--- config.mk ---
export PLATFORM = sky130hd
export DESIGN_NAME = acc_ctrl
export DESIGN_NICKNAME = d
export VERILOG_FILES = /design/src/rtl/acc_pkg.sv /design/src/rtl/acc_sync_if.sv /design/src/rtl/acc_ctrl.sv /design/src/rtl/acc_sync.sv
export VERILOG_INCLUDE_DIRS = /design/src /design/src/rtl
export SDC_FILE = /design/constraint.sdc
export NUM_CORES = 1
export LEC_CHECK = 0
export BUFFER_PORTS_ARGS = -buffer_cell sky130_fd_sc_hd__buf_4
export CORE_ASPECT_RATIO = 1.75
export CORE_UTILIZATION = 42
export DETAILED_ROUTE_END_ITERATION = 8
export PLACE_DENSITY = 0.88
export SYNTH_ARGS = -nofsm -noshare
export SYNTH_HDL_FRONTEND = slang
export SYNTH_SLANG_ARGS = --single-unit
--- constraint.sdc ---
create_clock -name i_mclk -period 1.5 [get_ports i_mclk]
set_input_delay 0.15 -clock i_mclk [delete_from_list [all_inputs] [get_ports i_mclk]]
set_output_delay 0.15 -clock i_mclk [all_outputs]
set_load 0.03 [all_outputs]
--- src/rtl/acc_consts.svh ---
// Purpose: Offsets, field positions, reset values and timing counts of the comparator control block.
// Assumes: Avalon-MM byte addresses with one 32-bit word per register.
// Notes: Definitions only; included by its bare name.
`ifndef ACC_CONSTS_SVH
`define ACC_CONSTS_SVH

// ----------------------------------------------------------------
// Register byte offsets
// ----------------------------------------------------------------
`define ACC_OFS_CTRL 4'h0
`define ACC_OFS_INDIS 4'h4
`define ACC_OFS_CONVB 4'h8

// ----------------------------------------------------------------
// Field positions
// ----------------------------------------------------------------
`define ACC_BIT_PWROFF 7
`define ACC_BIT_BGSEL 6
`define ACC_BIT_RESULT 5
`define ACC_BIT_FLAG 4
`define ACC_BIT_IE 3
`define ACC_BIT_CAPEN 2
`define ACC_BIT_MODE_HI 1
`define ACC_BIT_MODE_LO 0
`define ACC_BIT_NEG_OFF 1
`define ACC_BIT_POS_OFF 0
`define ACC_BIT_MUXEN 6

// ----------------------------------------------------------------
// Reset values and timing
// ----------------------------------------------------------------
`define ACC_CTRL_RST 8'h00
`define ACC_INDIS_RST 8'h00
`define ACC_CONVB_RST 8'h00
`define ACC_SYNC_STAGES 2

// Synchroniser lanes.
`define ACC_SYN_COMP 0
`define ACC_SYN_POS 1
`define ACC_SYN_NEG 2
`define ACC_SYN_W 3

`endif

--- src/rtl/acc_pkg.sv ---
// Purpose: Types shared by the comparator control block.
// Assumes: Constants come from acc_consts.svh.
// Notes: Holds types only.
`include "acc_consts.svh"
package acc_pkg;

  // Event mode select encodings.
  typedef enum logic [1:0] {
    ACC_MODE_TOGGLE = 2'b00,
    ACC_MODE_RSVD = 2'b01,
    ACC_MODE_FALL = 2'b10,
    ACC_MODE_RISE = 2'b11
  } acc_mode_e;

  // Whole state of the control block.
  typedef struct packed {
    logic ack;
    logic [7:0] rdata;
    logic pwr_off;
    logic bg_sel;
    logic flag;
    logic ie;
    logic cap_en;
    acc_mode_e mode;
    logic dis_neg;
    logic dis_pos;
    logic mux_en;
    logic res_prev;
    logic capture;
    logic neg_mux;
    logic [2:0] neg_ch;
    logic pos_rd;
    logic neg_rd;
  } acc_state_s;

  // Whole state of the synchroniser.
  typedef struct packed {
    logic [`ACC_SYN_W-1:0] s1;
    logic [`ACC_SYN_W-1:0] s2;
  } acc_sync_s;

endpackage

--- src/rtl/acc_sync_if.sv ---
// Purpose: Carries raw and synchronised lanes between the control block and its synchroniser.
// Assumes: Lane order from acc_consts.svh.
// Notes: One lane per asynchronous input.
`timescale 1ns/10ps
`include "acc_consts.svh"
interface acc_sync_if;
  logic [`ACC_SYN_W-1:0] raw;
  logic [`ACC_SYN_W-1:0] sync;
  modport ctl (output raw, input sync);
  modport syn (input raw, output sync);
endinterface
--- src/rtl/acc_ctrl.sv ---
// Purpose: Register, event and routing control around an on-chip analog comparator.
// Assumes: Avalon-MM slave with waitrequest; comparator and pin inputs are asynchronous.
// Notes: Every access is answered one cycle after it is presented.
`timescale 1ns/10ps
`include "acc_consts.svh"

// Overview of operation
// Power-off bit removes comparator power.
// Software disables interrupt before toggling power.
// Bandgap select replaces positive pin input.
// Comparator result synchronised, one-two cycles late.
// Selected output event sets the flag.
// Interrupt requires flag, enable and global enable.
// Taking the vector clears the flag.
// Writing one clears flag; zero keeps it.
// Interrupt enable bit gates the request.
// Capture route feeds timer capture front end.
// Software also enables timer capture interrupt.
// Mode: toggle, reserved, falling, rising.
// Software disables interrupt before changing mode.
// Mux enable with converter off selects channel.
// Otherwise negative pin drives negative input.
// Disable bits blank pin reads, buffers off.
// Disable register upper bits read zero.
// Software disables unused analog pin buffers.
// Mux enable is converter control bit six.
// Events compare result with previous cycle.
module acc_ctrl #(
  parameter int ADDR_W = 4
) (
  input wire logic i_mclk,
  input wire logic i_arst_n,
  input wire logic [ADDR_W-1:0] i_avs_address,
  input wire logic i_avs_read,
  input wire logic i_avs_write,
  input wire logic [31:0] i_avs_writedata,
  input wire logic [3:0] i_avs_byteenable,
  output logic [31:0] o_avs_readdata,
  output logic o_avs_waitrequest,
  input wire logic i_comp_raw,
  input wire logic i_pos_pin_raw,
  input wire logic i_neg_pin_raw,
  input wire logic i_global_irq_en,
  input wire logic i_irq_vector_taken,
  input wire logic i_converter_enable,
  input wire logic [2:0] i_channel_select,
  output logic o_comp_power_off,
  output logic o_pos_bandgap_sel,
  output logic o_neg_from_mux,
  output logic [2:0] o_neg_channel,
  output logic o_pos_buf_off,
  output logic o_neg_buf_off,
  output logic o_pos_pin_read,
  output logic o_neg_pin_read,
  output logic o_capture_in,
  output logic o_irq_req
);
  import acc_pkg::*;

  // Address decoding needs the full register window.
  if (ADDR_W < 4) begin : g_chk
    $error("ADDR_W must be at least 4");
  end

  // ----------------------------------------------------------------
  // Reset release
  // ----------------------------------------------------------------
  logic rst_meta_r;
  logic rst_n_r;

  // Assertion is immediate, release is aligned to the clock.
  always_ff @(posedge i_mclk or negedge i_arst_n) begin
    if (!i_arst_n) begin
      rst_meta_r <= 1'b0;
      rst_n_r <= 1'b0;
    end else begin
      rst_meta_r <= 1'b1;
      rst_n_r <= rst_meta_r;
    end
  end

  // ----------------------------------------------------------------
  // Synchroniser
  // ----------------------------------------------------------------
  acc_sync_if sif ();

  assign sif.raw = {i_neg_pin_raw, i_pos_pin_raw, i_comp_raw};

  acc_sync u_sync (
    .i_mclk(i_mclk),
    .i_rst_n(rst_n_r),
    .sif(sif)
  );

  logic res_sync;
  assign res_sync = sif.sync[`ACC_SYN_COMP];

  // ----------------------------------------------------------------
  // State
  // ----------------------------------------------------------------
  acc_state_s st_r;
  acc_state_s st_nxt;
  logic req;
  logic take;
  logic wr_ctrl;
  logic wr_indis;
  logic wr_convb;
  logic rise;
  logic fall;
  logic event_det;
  logic [7:0] ctrl_view;
  logic [7:0] wbyte;

  // A request is taken on its second cycle; a read is captured on its first, so readdata stands from a flop.
  assign req = i_avs_read | i_avs_write;
  assign take = req & st_r.ack;
  assign wbyte = i_avs_writedata[7:0];
  assign wr_ctrl = take & i_avs_write & i_avs_byteenable[0] & (i_avs_address[3:0] == `ACC_OFS_CTRL);
  assign wr_indis = take & i_avs_write & i_avs_byteenable[0] & (i_avs_address[3:0] == `ACC_OFS_INDIS);
  assign wr_convb = take & i_avs_write & i_avs_byteenable[0] & (i_avs_address[3:0] == `ACC_OFS_CONVB);

  // Edges come from the synchronised result against its previous value.
  assign rise = res_sync & ~st_r.res_prev;
  assign fall = ~res_sync & st_r.res_prev;

  // The reserved mode never raises an event.
  always_comb begin
    case (st_r.mode)
      ACC_MODE_TOGGLE: event_det = rise | fall;
      ACC_MODE_FALL: event_det = fall;
      ACC_MODE_RISE: event_det = rise;
      default: event_det = 1'b0;
    endcase
  end

  // Current view of the control and status register.
  always_comb begin
    ctrl_view = 8'h00;
    ctrl_view[`ACC_BIT_PWROFF] = st_r.pwr_off;
    ctrl_view[`ACC_BIT_BGSEL] = st_r.bg_sel;
    ctrl_view[`ACC_BIT_RESULT] = res_sync;
    ctrl_view[`ACC_BIT_FLAG] = st_r.flag;
    ctrl_view[`ACC_BIT_IE] = st_r.ie;
    ctrl_view[`ACC_BIT_CAPEN] = st_r.cap_en;
    ctrl_view[`ACC_BIT_MODE_HI:`ACC_BIT_MODE_LO] = st_r.mode;
  end

  // Next state: bus slave, registers, flag and routing.
  always_comb begin
    st_nxt = st_r;
    st_nxt.ack = req & ~st_r.ack;
    st_nxt.res_prev = res_sync;
    if (i_avs_read & ~st_r.ack) begin
      case (i_avs_address[3:0])
        `ACC_OFS_CTRL: st_nxt.rdata = ctrl_view;
        `ACC_OFS_INDIS: st_nxt.rdata = {6'h00, st_r.dis_neg, st_r.dis_pos};
        `ACC_OFS_CONVB: st_nxt.rdata = {1'b0, st_r.mux_en, 6'h00};
        default: st_nxt.rdata = 8'h00;
      endcase
    end
    if (wr_ctrl) begin
      st_nxt.pwr_off = wbyte[`ACC_BIT_PWROFF];
      st_nxt.bg_sel = wbyte[`ACC_BIT_BGSEL];
      st_nxt.ie = wbyte[`ACC_BIT_IE];
      st_nxt.cap_en = wbyte[`ACC_BIT_CAPEN];
      st_nxt.mode = acc_mode_e'(wbyte[`ACC_BIT_MODE_HI:`ACC_BIT_MODE_LO]);
    end
    if (wr_indis) begin
      st_nxt.dis_neg = wbyte[`ACC_BIT_NEG_OFF];
      st_nxt.dis_pos = wbyte[`ACC_BIT_POS_OFF];
    end
    if (wr_convb) begin
      st_nxt.mux_en = wbyte[`ACC_BIT_MUXEN];
    end
    // Clear by write-one or vector; a new event in the same cycle wins.
    if ((wr_ctrl & wbyte[`ACC_BIT_FLAG]) | i_irq_vector_taken) begin
      st_nxt.flag = 1'b0;
    end
    if (event_det) begin
      st_nxt.flag = 1'b1;
    end
    // Routing outputs are registered so they never glitch.
    st_nxt.capture = st_r.cap_en & res_sync;
    st_nxt.neg_mux = st_r.mux_en & ~i_converter_enable;
    st_nxt.neg_ch = (st_r.mux_en & ~i_converter_enable) ? i_channel_select : 3'h0;
    st_nxt.pos_rd = ~st_r.dis_pos & sif.sync[`ACC_SYN_POS];
    st_nxt.neg_rd = ~st_r.dis_neg & sif.sync[`ACC_SYN_NEG];
  end

  // Every state bit resets to zero, matching the reset values in the constants header.
  always_ff @(posedge i_mclk or negedge rst_n_r) begin
    if (!rst_n_r) begin
      st_r <= '0;
      st_r.mode <= ACC_MODE_TOGGLE;
    end else begin
      st_r <= st_nxt;
    end
  end

  // ----------------------------------------------------------------
  // Outputs
  // ----------------------------------------------------------------
  // Waitrequest holds the first cycle of every access.
  assign o_avs_waitrequest = req & ~st_r.ack;
  assign o_avs_readdata = {24'h000000, st_r.rdata};
  assign o_comp_power_off = st_r.pwr_off;
  assign o_pos_bandgap_sel = st_r.bg_sel;
  assign o_neg_from_mux = st_r.neg_mux;
  assign o_neg_channel = st_r.neg_ch;
  assign o_pos_buf_off = st_r.dis_pos;
  assign o_neg_buf_off = st_r.dis_neg;
  assign o_pos_pin_read = st_r.pos_rd;
  assign o_neg_pin_read = st_r.neg_rd;
  assign o_capture_in = st_r.capture;
  // The global enable is the processor's, so the request stays combinational on it.
  assign o_irq_req = st_r.flag & st_r.ie & i_global_irq_en;
endmodule

--- src/rtl/acc_sync.sv ---
// Purpose: Two-flop synchroniser for the comparator output and the two comparator pins.
// Assumes: Reset is already synchronous to i_mclk on release.
// Notes: The first stage is read only by the second.
`timescale 1ns/10ps
`include "acc_consts.svh"
module acc_sync (
  input wire logic i_mclk,
  input wire logic i_rst_n,
  acc_sync_if.syn sif
);
  import acc_pkg::*;

  acc_sync_s st_r;
  acc_sync_s st_nxt;

  // ----------------------------------------------------------------
  // Stages
  // ----------------------------------------------------------------
  // Each lane moves one stage per clock.
  always_comb begin
    st_nxt = st_r;
    st_nxt.s1 = sif.raw;
    st_nxt.s2 = st_r.s1;
  end

  // Metastability settles in s1 before anything downstream sees it.
  always_ff @(posedge i_mclk or negedge i_rst_n) begin
    if (!i_rst_n) begin
      st_r <= '0;
    end else begin
      st_r <= st_nxt;
    end
  end

  assign sif.sync = st_r.s2;

endmodule

==> results of run 1 <==
-- per-stage QoR --
step	utilization	cells	hold WS, ns	setup WS (ns)	power [mW]
detailed placement	0.509	216	-0.0660	0.0563	1.50
global route	0.553	228	0.0660	0.0924	2.44
floorplan	-	159	-0.146	0.267	1.41
finish	0.553	228	0.0543	0.134	2.34
CTS	0.553	228	0.0482	0.131	2.37
global placement	0.509	216	-0.0674	0.0677	1.49
-- routing by layer --
| layer | global-route usage | part of all wire | up-vias |
|---|---|---|---|
| met5 | 0 | 0 | - |
| met4 | 0.0909 | 0.032 | 0 |
| met3 | 0.0437 | 0.078 | 8 |
| met2 | 0.244 | 0.54 | 50 |
| met1 | 0.164 | 0.35 | 462 |
| li1 | - | - | 473 |
-- area by class of cell --
cell class	count	area, sq um	share of cell area
Sequential cell	35	876	0.437
Multi-Input combinational cell	85	534	0.266
Timing Repair Buffer	52	413	0.206
Clock buffer	6	82.6	0.0412
Tap cell	46	57.6	0.0287
Clock inverter	2	35.0	0.0175
Inverter	2	7.51	0.00374
-- worst register-to-register path, cell delays in order (launching register included) --
cell and delay, ns:
dfrtp_1 0.40, and3_1 0.18, and2_1 0.21, buf_12 0.16, mux2_4 0.30
-- cell families (layout without fill, tap and decap cells) --
group,after synthesis,count (layout),synth area share
fa+ha+maj,2,2,0.0155
buf+inv,39,62,0.177
flops,35,35,0.544
compound gates,10,10,0.0389
other cells,2,25,0.00467
mux,13,13,0.103
simple gates,35,35,0.116
-- final timing paths --
kind	endpoint	start	depth (start not counted)	slack (ns)
setup reg to reg	o_comp_power_off	st_r[26]	4	0.13
min in group asynchronous	rst_meta_r	i_arst_n	2	0.18
setup / recovery	o_comp_power_off	st_r[26]	4	0.13
hold / removal	o_neg_from_mux	i_converter_enable	2	0.05
max in group asynchronous	o_neg_channel[1]	rst_n_r	1	0.93
hold reg to reg	ctrl_view[2]	rst_n_r	1	0.27
-- power breakdown --
group	internal, mW	switching [mW]
clock	0.537	0.314
sequential	1.02	0.0514
combinational	0.170	0.254
-- cell usage in the layout (no fill, tap or decap), types with 2 or more instances in the layout --
cell	count
inv_1	2
o21ai_0	6
mux2_4	6
clkbuf_8	6
and3_1	2
o31ai_1	2
nor2_1	3
nand2_1	15
dlygate4sd3_1	4
dfrtp_1	35
nand2b_1	2
buf_4	47
mux2_2	5
conb_1	25
mux2i_1	2
ha_1	2
and2_1	5
nor2b_1	3
-- sequential cells by signal (all words and copies together), names as in the netlist --
register           count
o_neg_channel          3
u_sync.sif.sync        3
o_comp_power_off       1
o_neg_buf_off          1
o_pos_pin_read         1
o_pos_buf_off          1
o_pos_bandgap_sel      1
o_neg_pin_read         1
o_neg_from_mux         1
rst_n_r                1
ctrl_view              5
o_avs_readdata         8
o_capture_in           1
st_r                   3
rst_meta_r             1
u_sync.st_nxt          3
-- what timing repair did --
action	CTS	global route
hold buffers	4	0
endpoints found under the hold margin	5	0
endpoints found under the setup margin	0	0
resized for setup	0	0
==> out/qor.txt, run 1 <==
Initial antenna violation count: 0
Delay-heaviest family, CP: flip-flops
Final nets: 236
# clock sinks: 35
Die Area: 4090 sq um
GP Congestion: 0.781
Status: finished clean
Crit path buf inv count: 1
Final period utilization: 0.911
Post-DP Area: 1850 sq um
Drt drc: 0
Fillcell total: 356
Clk pin slew, worst setup/hold paths: 0.07 ns
PD cells: 1170 nW/um^2
Drt initial violations: 7
Sum Neg Setup Slack: 0 ns
Endpoints failing hold: 0
Critical path required time: 1.66 ns
Die height: 83.9 um
Post-Route WL: 2590 um
Post-CTS Setup Bufs: 0
Remaining Overflow, GRT: 0
Unrepaired setup endpoints after global routing: no
Ys flop type: dfrtp_1
Area delta synth->final: 24.6%
Largest net degree at the start of global routing: 34
Max-Cap Viols: 0
Ys async rst share: 1.00
Avg Cell Area, Syn: 11.8 sq um
Startpoint Class: flip-flop
Maximum vdd drop: 736 uV
Synth unique cells: 25
H-tree depth: 2
Pins Over Slew Limit: 0
HP Class: input port to flip-flop
Ys Warns: 0
IO Pins: 98
#FFs+latches synth: 35
Post-synth top area cell: dfrtp_1
First-pass GRT wire length: 4540 um
Crit-path slowest cell: dfrtp_1
Core Region: 3630 sq um
Vias in the first global route: 1001
Worst skew pair latency: 0.28 ns
Fin crit period: 1.37 ns
Diodes inserted: 0
Rows: 29
Crit path max fanout: 6
Final number of setup-violating endpoints: 0
Initial Util: 0.443
TritonCTS Buffers: 5
Max Freq: 732 MHz
TritonCTS clock tree: built
Clock skew: 0.00737 ns
Drt wl/cell: 11.4 um
Pleak: 1.03 nW
CP Cell Sequence: and3_1 > and2_1 > buf_12 > mux2_4
Crit Path Category: flip-flop to flip-flop
DP Wirelength: 1960 um
Drt first pass iters: 2
Worst-case clock buffer depth: 2
CP max stage delay: 0.40 ns
Sequential-to-total area share from yosys stat: 0.544
Post-synthesis cell count: 136
Layout cells sized above 1: 0.374
CTS root buffer: clkbuf_8
Yosys top cell area share: 0.544
Post-Synthesis Cell Area: 1610 sq um
Total track usage: 0.148
Post-synth EDFFs: 0
Final instance area: 2010 sq um
Die W: 48.8 um
Critical path data arrival time: 1.53 ns
Top post-synthesis cells by area: dfrtp_1 54%, buf_4 16%, mux2_4 5.6%
Critical Path Sink Type: flip-flop
Input/output buffers: 45
Vias: 993
Post-route ant nets: 0
Top post-synthesis cells by count: 35 x buf_4, 35 x dfrtp_1, 15 x nand2_1
Vias/cell: 4.36
Power figures use the tool's default switching activity.
==> inputs of run 2 (changes only) <==
--- a/config.mk
+++ b/config.mk
@@ -10,6 +10,7 @@
 export CORE_ASPECT_RATIO = 1.75
 export CORE_UTILIZATION = 42
 export DETAILED_ROUTE_END_ITERATION = 8
+export MAX_ROUTING_LAYER = met4
 export PLACE_DENSITY = 0.88
 export SYNTH_ARGS = -nofsm -noshare
 export SYNTH_HDL_FRONTEND = slang
==> run 2 against run 1 <==
Clock skew is essentially flat. Clock-buffer cell count unchanged. Final area unchanged. Sequential share of layout area unchanged. Register-to-register slack about the same. Non-clock buffer count did not move. Maximum frequency hardly changed. First-iteration DRC count grew 110%. Flip-flop and latch count did not move. Utilization unchanged. Combinational power hardly changed. Critical path type unchanged.
==> out/qor.txt, run 2 (synthesis gave the netlist of run 1 again) <==
IO Pins: 98 (unchanged)
Clock skew: 0.00739 ns (+0.0000174 ns)
Max Freq: 732 MHz (about the same)
Final nets: 236 (unchanged)
TritonCTS Buffers: 5 (unchanged)
Final number of setup-violating endpoints: 0 (unchanged)
Hold Crit Start: i_converter_enable
Final instance area: 2010 sq um (unchanged)
DP Wirelength: 1960 um (unchanged)
Critical Path Sink Type: flip-flop
PD cells: 1170 nW/um^2 (about the same)
Unrepaired setup endpoints after global routing: no
Worst r2r path cells: 4 (unchanged)
Diodes inserted: 0 (unchanged)
Core Region: 3630 sq um (unchanged)
Status: finished clean
Max reg flops: 8 (unchanged)
# clock sinks: 35 (unchanged)
H-tree depth: 2 (unchanged)
Endpoints failing hold: 0 (unchanged)
Worst setup path startpoint: st_r[26]
Post-route ant nets: 0 (unchanged)
Maximum vdd drop: 736 uV (about the same)
Post-CTS Setup Bufs: 0 (unchanged)
Post-Route Utilization: 0.553 (unchanged)
Sum Neg Setup Slack: 0 ns (unchanged)
Die W: 48.8 um (unchanged)
Worst-case clock buffer depth: 2 (unchanged)
Commonest non-fill, non-tap cell in the layout: buf_4
Initial Util: 0.443 (unchanged)
Pins Over Slew Limit: 0 (unchanged)
Clk pin slew, worst setup/hold paths: 0.07 ns (about the same)
Drt first pass iters: 2 (unchanged)
Post-CTS Hold Buffers: 4 (unchanged)
HP Class: input port to flip-flop
Startpoint Class: flip-flop
Drt initial violations: 15 (+8)
Rows: 29 (unchanged)
Fin crit period: 1.37 ns (+0.000125 ns)
Layout cells sized above 1: 0.374 (unchanged)
CP Cell Sequence: and3_1 > and2_1 > buf_12 > mux2_4
Total track usage: 0.152 (+0.00416)
Crit path max fanout: 6 (unchanged)
Area delta synth->final: 24.6% (unchanged)
Crit Path Category: flip-flop to flip-flop
Die Area: 4090 sq um (unchanged)
CP max stage delay: 0.40 ns (about the same)
Die height: 83.9 um (unchanged)
Largest net degree at the start of global routing: 34 (unchanged)
Critical path required time: 1.66 ns (about the same)
Reg2reg start: st_r[26]
Final period utilization: 0.911 (about the same)
Pleak: 1.03 nW (unchanged)
Hold-critical path depth: 2 (unchanged)
First-pass GRT wire length: 4550 um (+0.15%)
GP Congestion: 0.792 (+1.4%)
Drt drc: 0 (unchanged)
TritonCTS clock tree: built
Max-Cap Viols: 0 (unchanged)
Commonest cells after routing, fill and taps aside: 47 x buf_4, 35 x dfrtp_1, 25 x conb_1
Post-Route WL: 2600 um (+0.42%)
Post-DP Area: 1850 sq um (unchanged)
CTS root buffer: clkbuf_8
Input/output buffers: 45 (unchanged)
Vias/cell: 4.34 (-0.30%)
Vias: 990 (-0.30%)
Initial antenna violation count: 0 (unchanged)
Post-cts sizing count: 0 (unchanged)
Worst skew pair latency: 0.28 ns (about the same)
Vias in the first global route: 1001 (unchanged)
Crit-path slowest cell: dfrtp_1
Drt wl/cell: 11.4 um (+0.42%)
Remaining Overflow, GRT: 0 (unchanged)
Critical path data arrival time: 1.53 ns (about the same)
## run 2: cell counts in the layout (fill, tap and decap cells not counted)
No cell type changed its count.
## run 2: worst paths after layout
| kind | end | slack (ns) |
|---|---|---|
| max | o_comp_power_off | 0.13 |
| min | o_neg_from_mux | 0.05 |
| max reg2reg | o_comp_power_off | 0.13 |
| min reg2reg | ctrl_view[2] | 0.28 |
| max in group asynchronous | o_neg_channel[1] | 0.93 |
| min in group asynchronous | rst_meta_r | 0.18 |
## run 2: routing by layer
metal,vias to the layer above,track usage,routed length [um]
li1,472,-,-
met2,50,0.246,1400
met1,460,0.166,945
met4,0,0.0909,85
met3,8,0.0364,170
met5,-,-,0
## run 2: layout make-up
type	count	area [sq um]
fillers	356	1620
multi-input cells	85	534
clock buffers	6	82.6
repair buffers	52	413
flip-flops and latches	35	876
clock inverters	2	35.0
inverters	2	7.51
well taps	46	57.6
## run 2: power breakdown
group / internal (mW) / switching, mW
registers: 1.02 / 0.0513
logic: 0.170 / 0.254
clock network: 0.537 / 0.314
total: 1.72 / 0.619
## run 2: metrics by stage
step	hold WS [ns]	cells	power (mW)	setup slack, ns
after CTS	0.0482	228	2.37	0.131
after global placement	-0.0674	216	1.49	0.0677
after global routing	0.0660	228	2.44	0.0924
after floorplan	-0.146	159	1.41	0.267
after detailed placement	-0.0660	216	1.50	0.0563
final	0.0542	228	2.34	0.134
## run 2: worst max-delay path: cells and delay by family, from the launching register on
| kind | cells | cell delay, ns |
|---|---|---|
| buf+inv | 1 | 0.16 |
| flops | 1 | 0.40 |
| mux | 1 | 0.30 |
| simple gates | 2 | 0.39 |
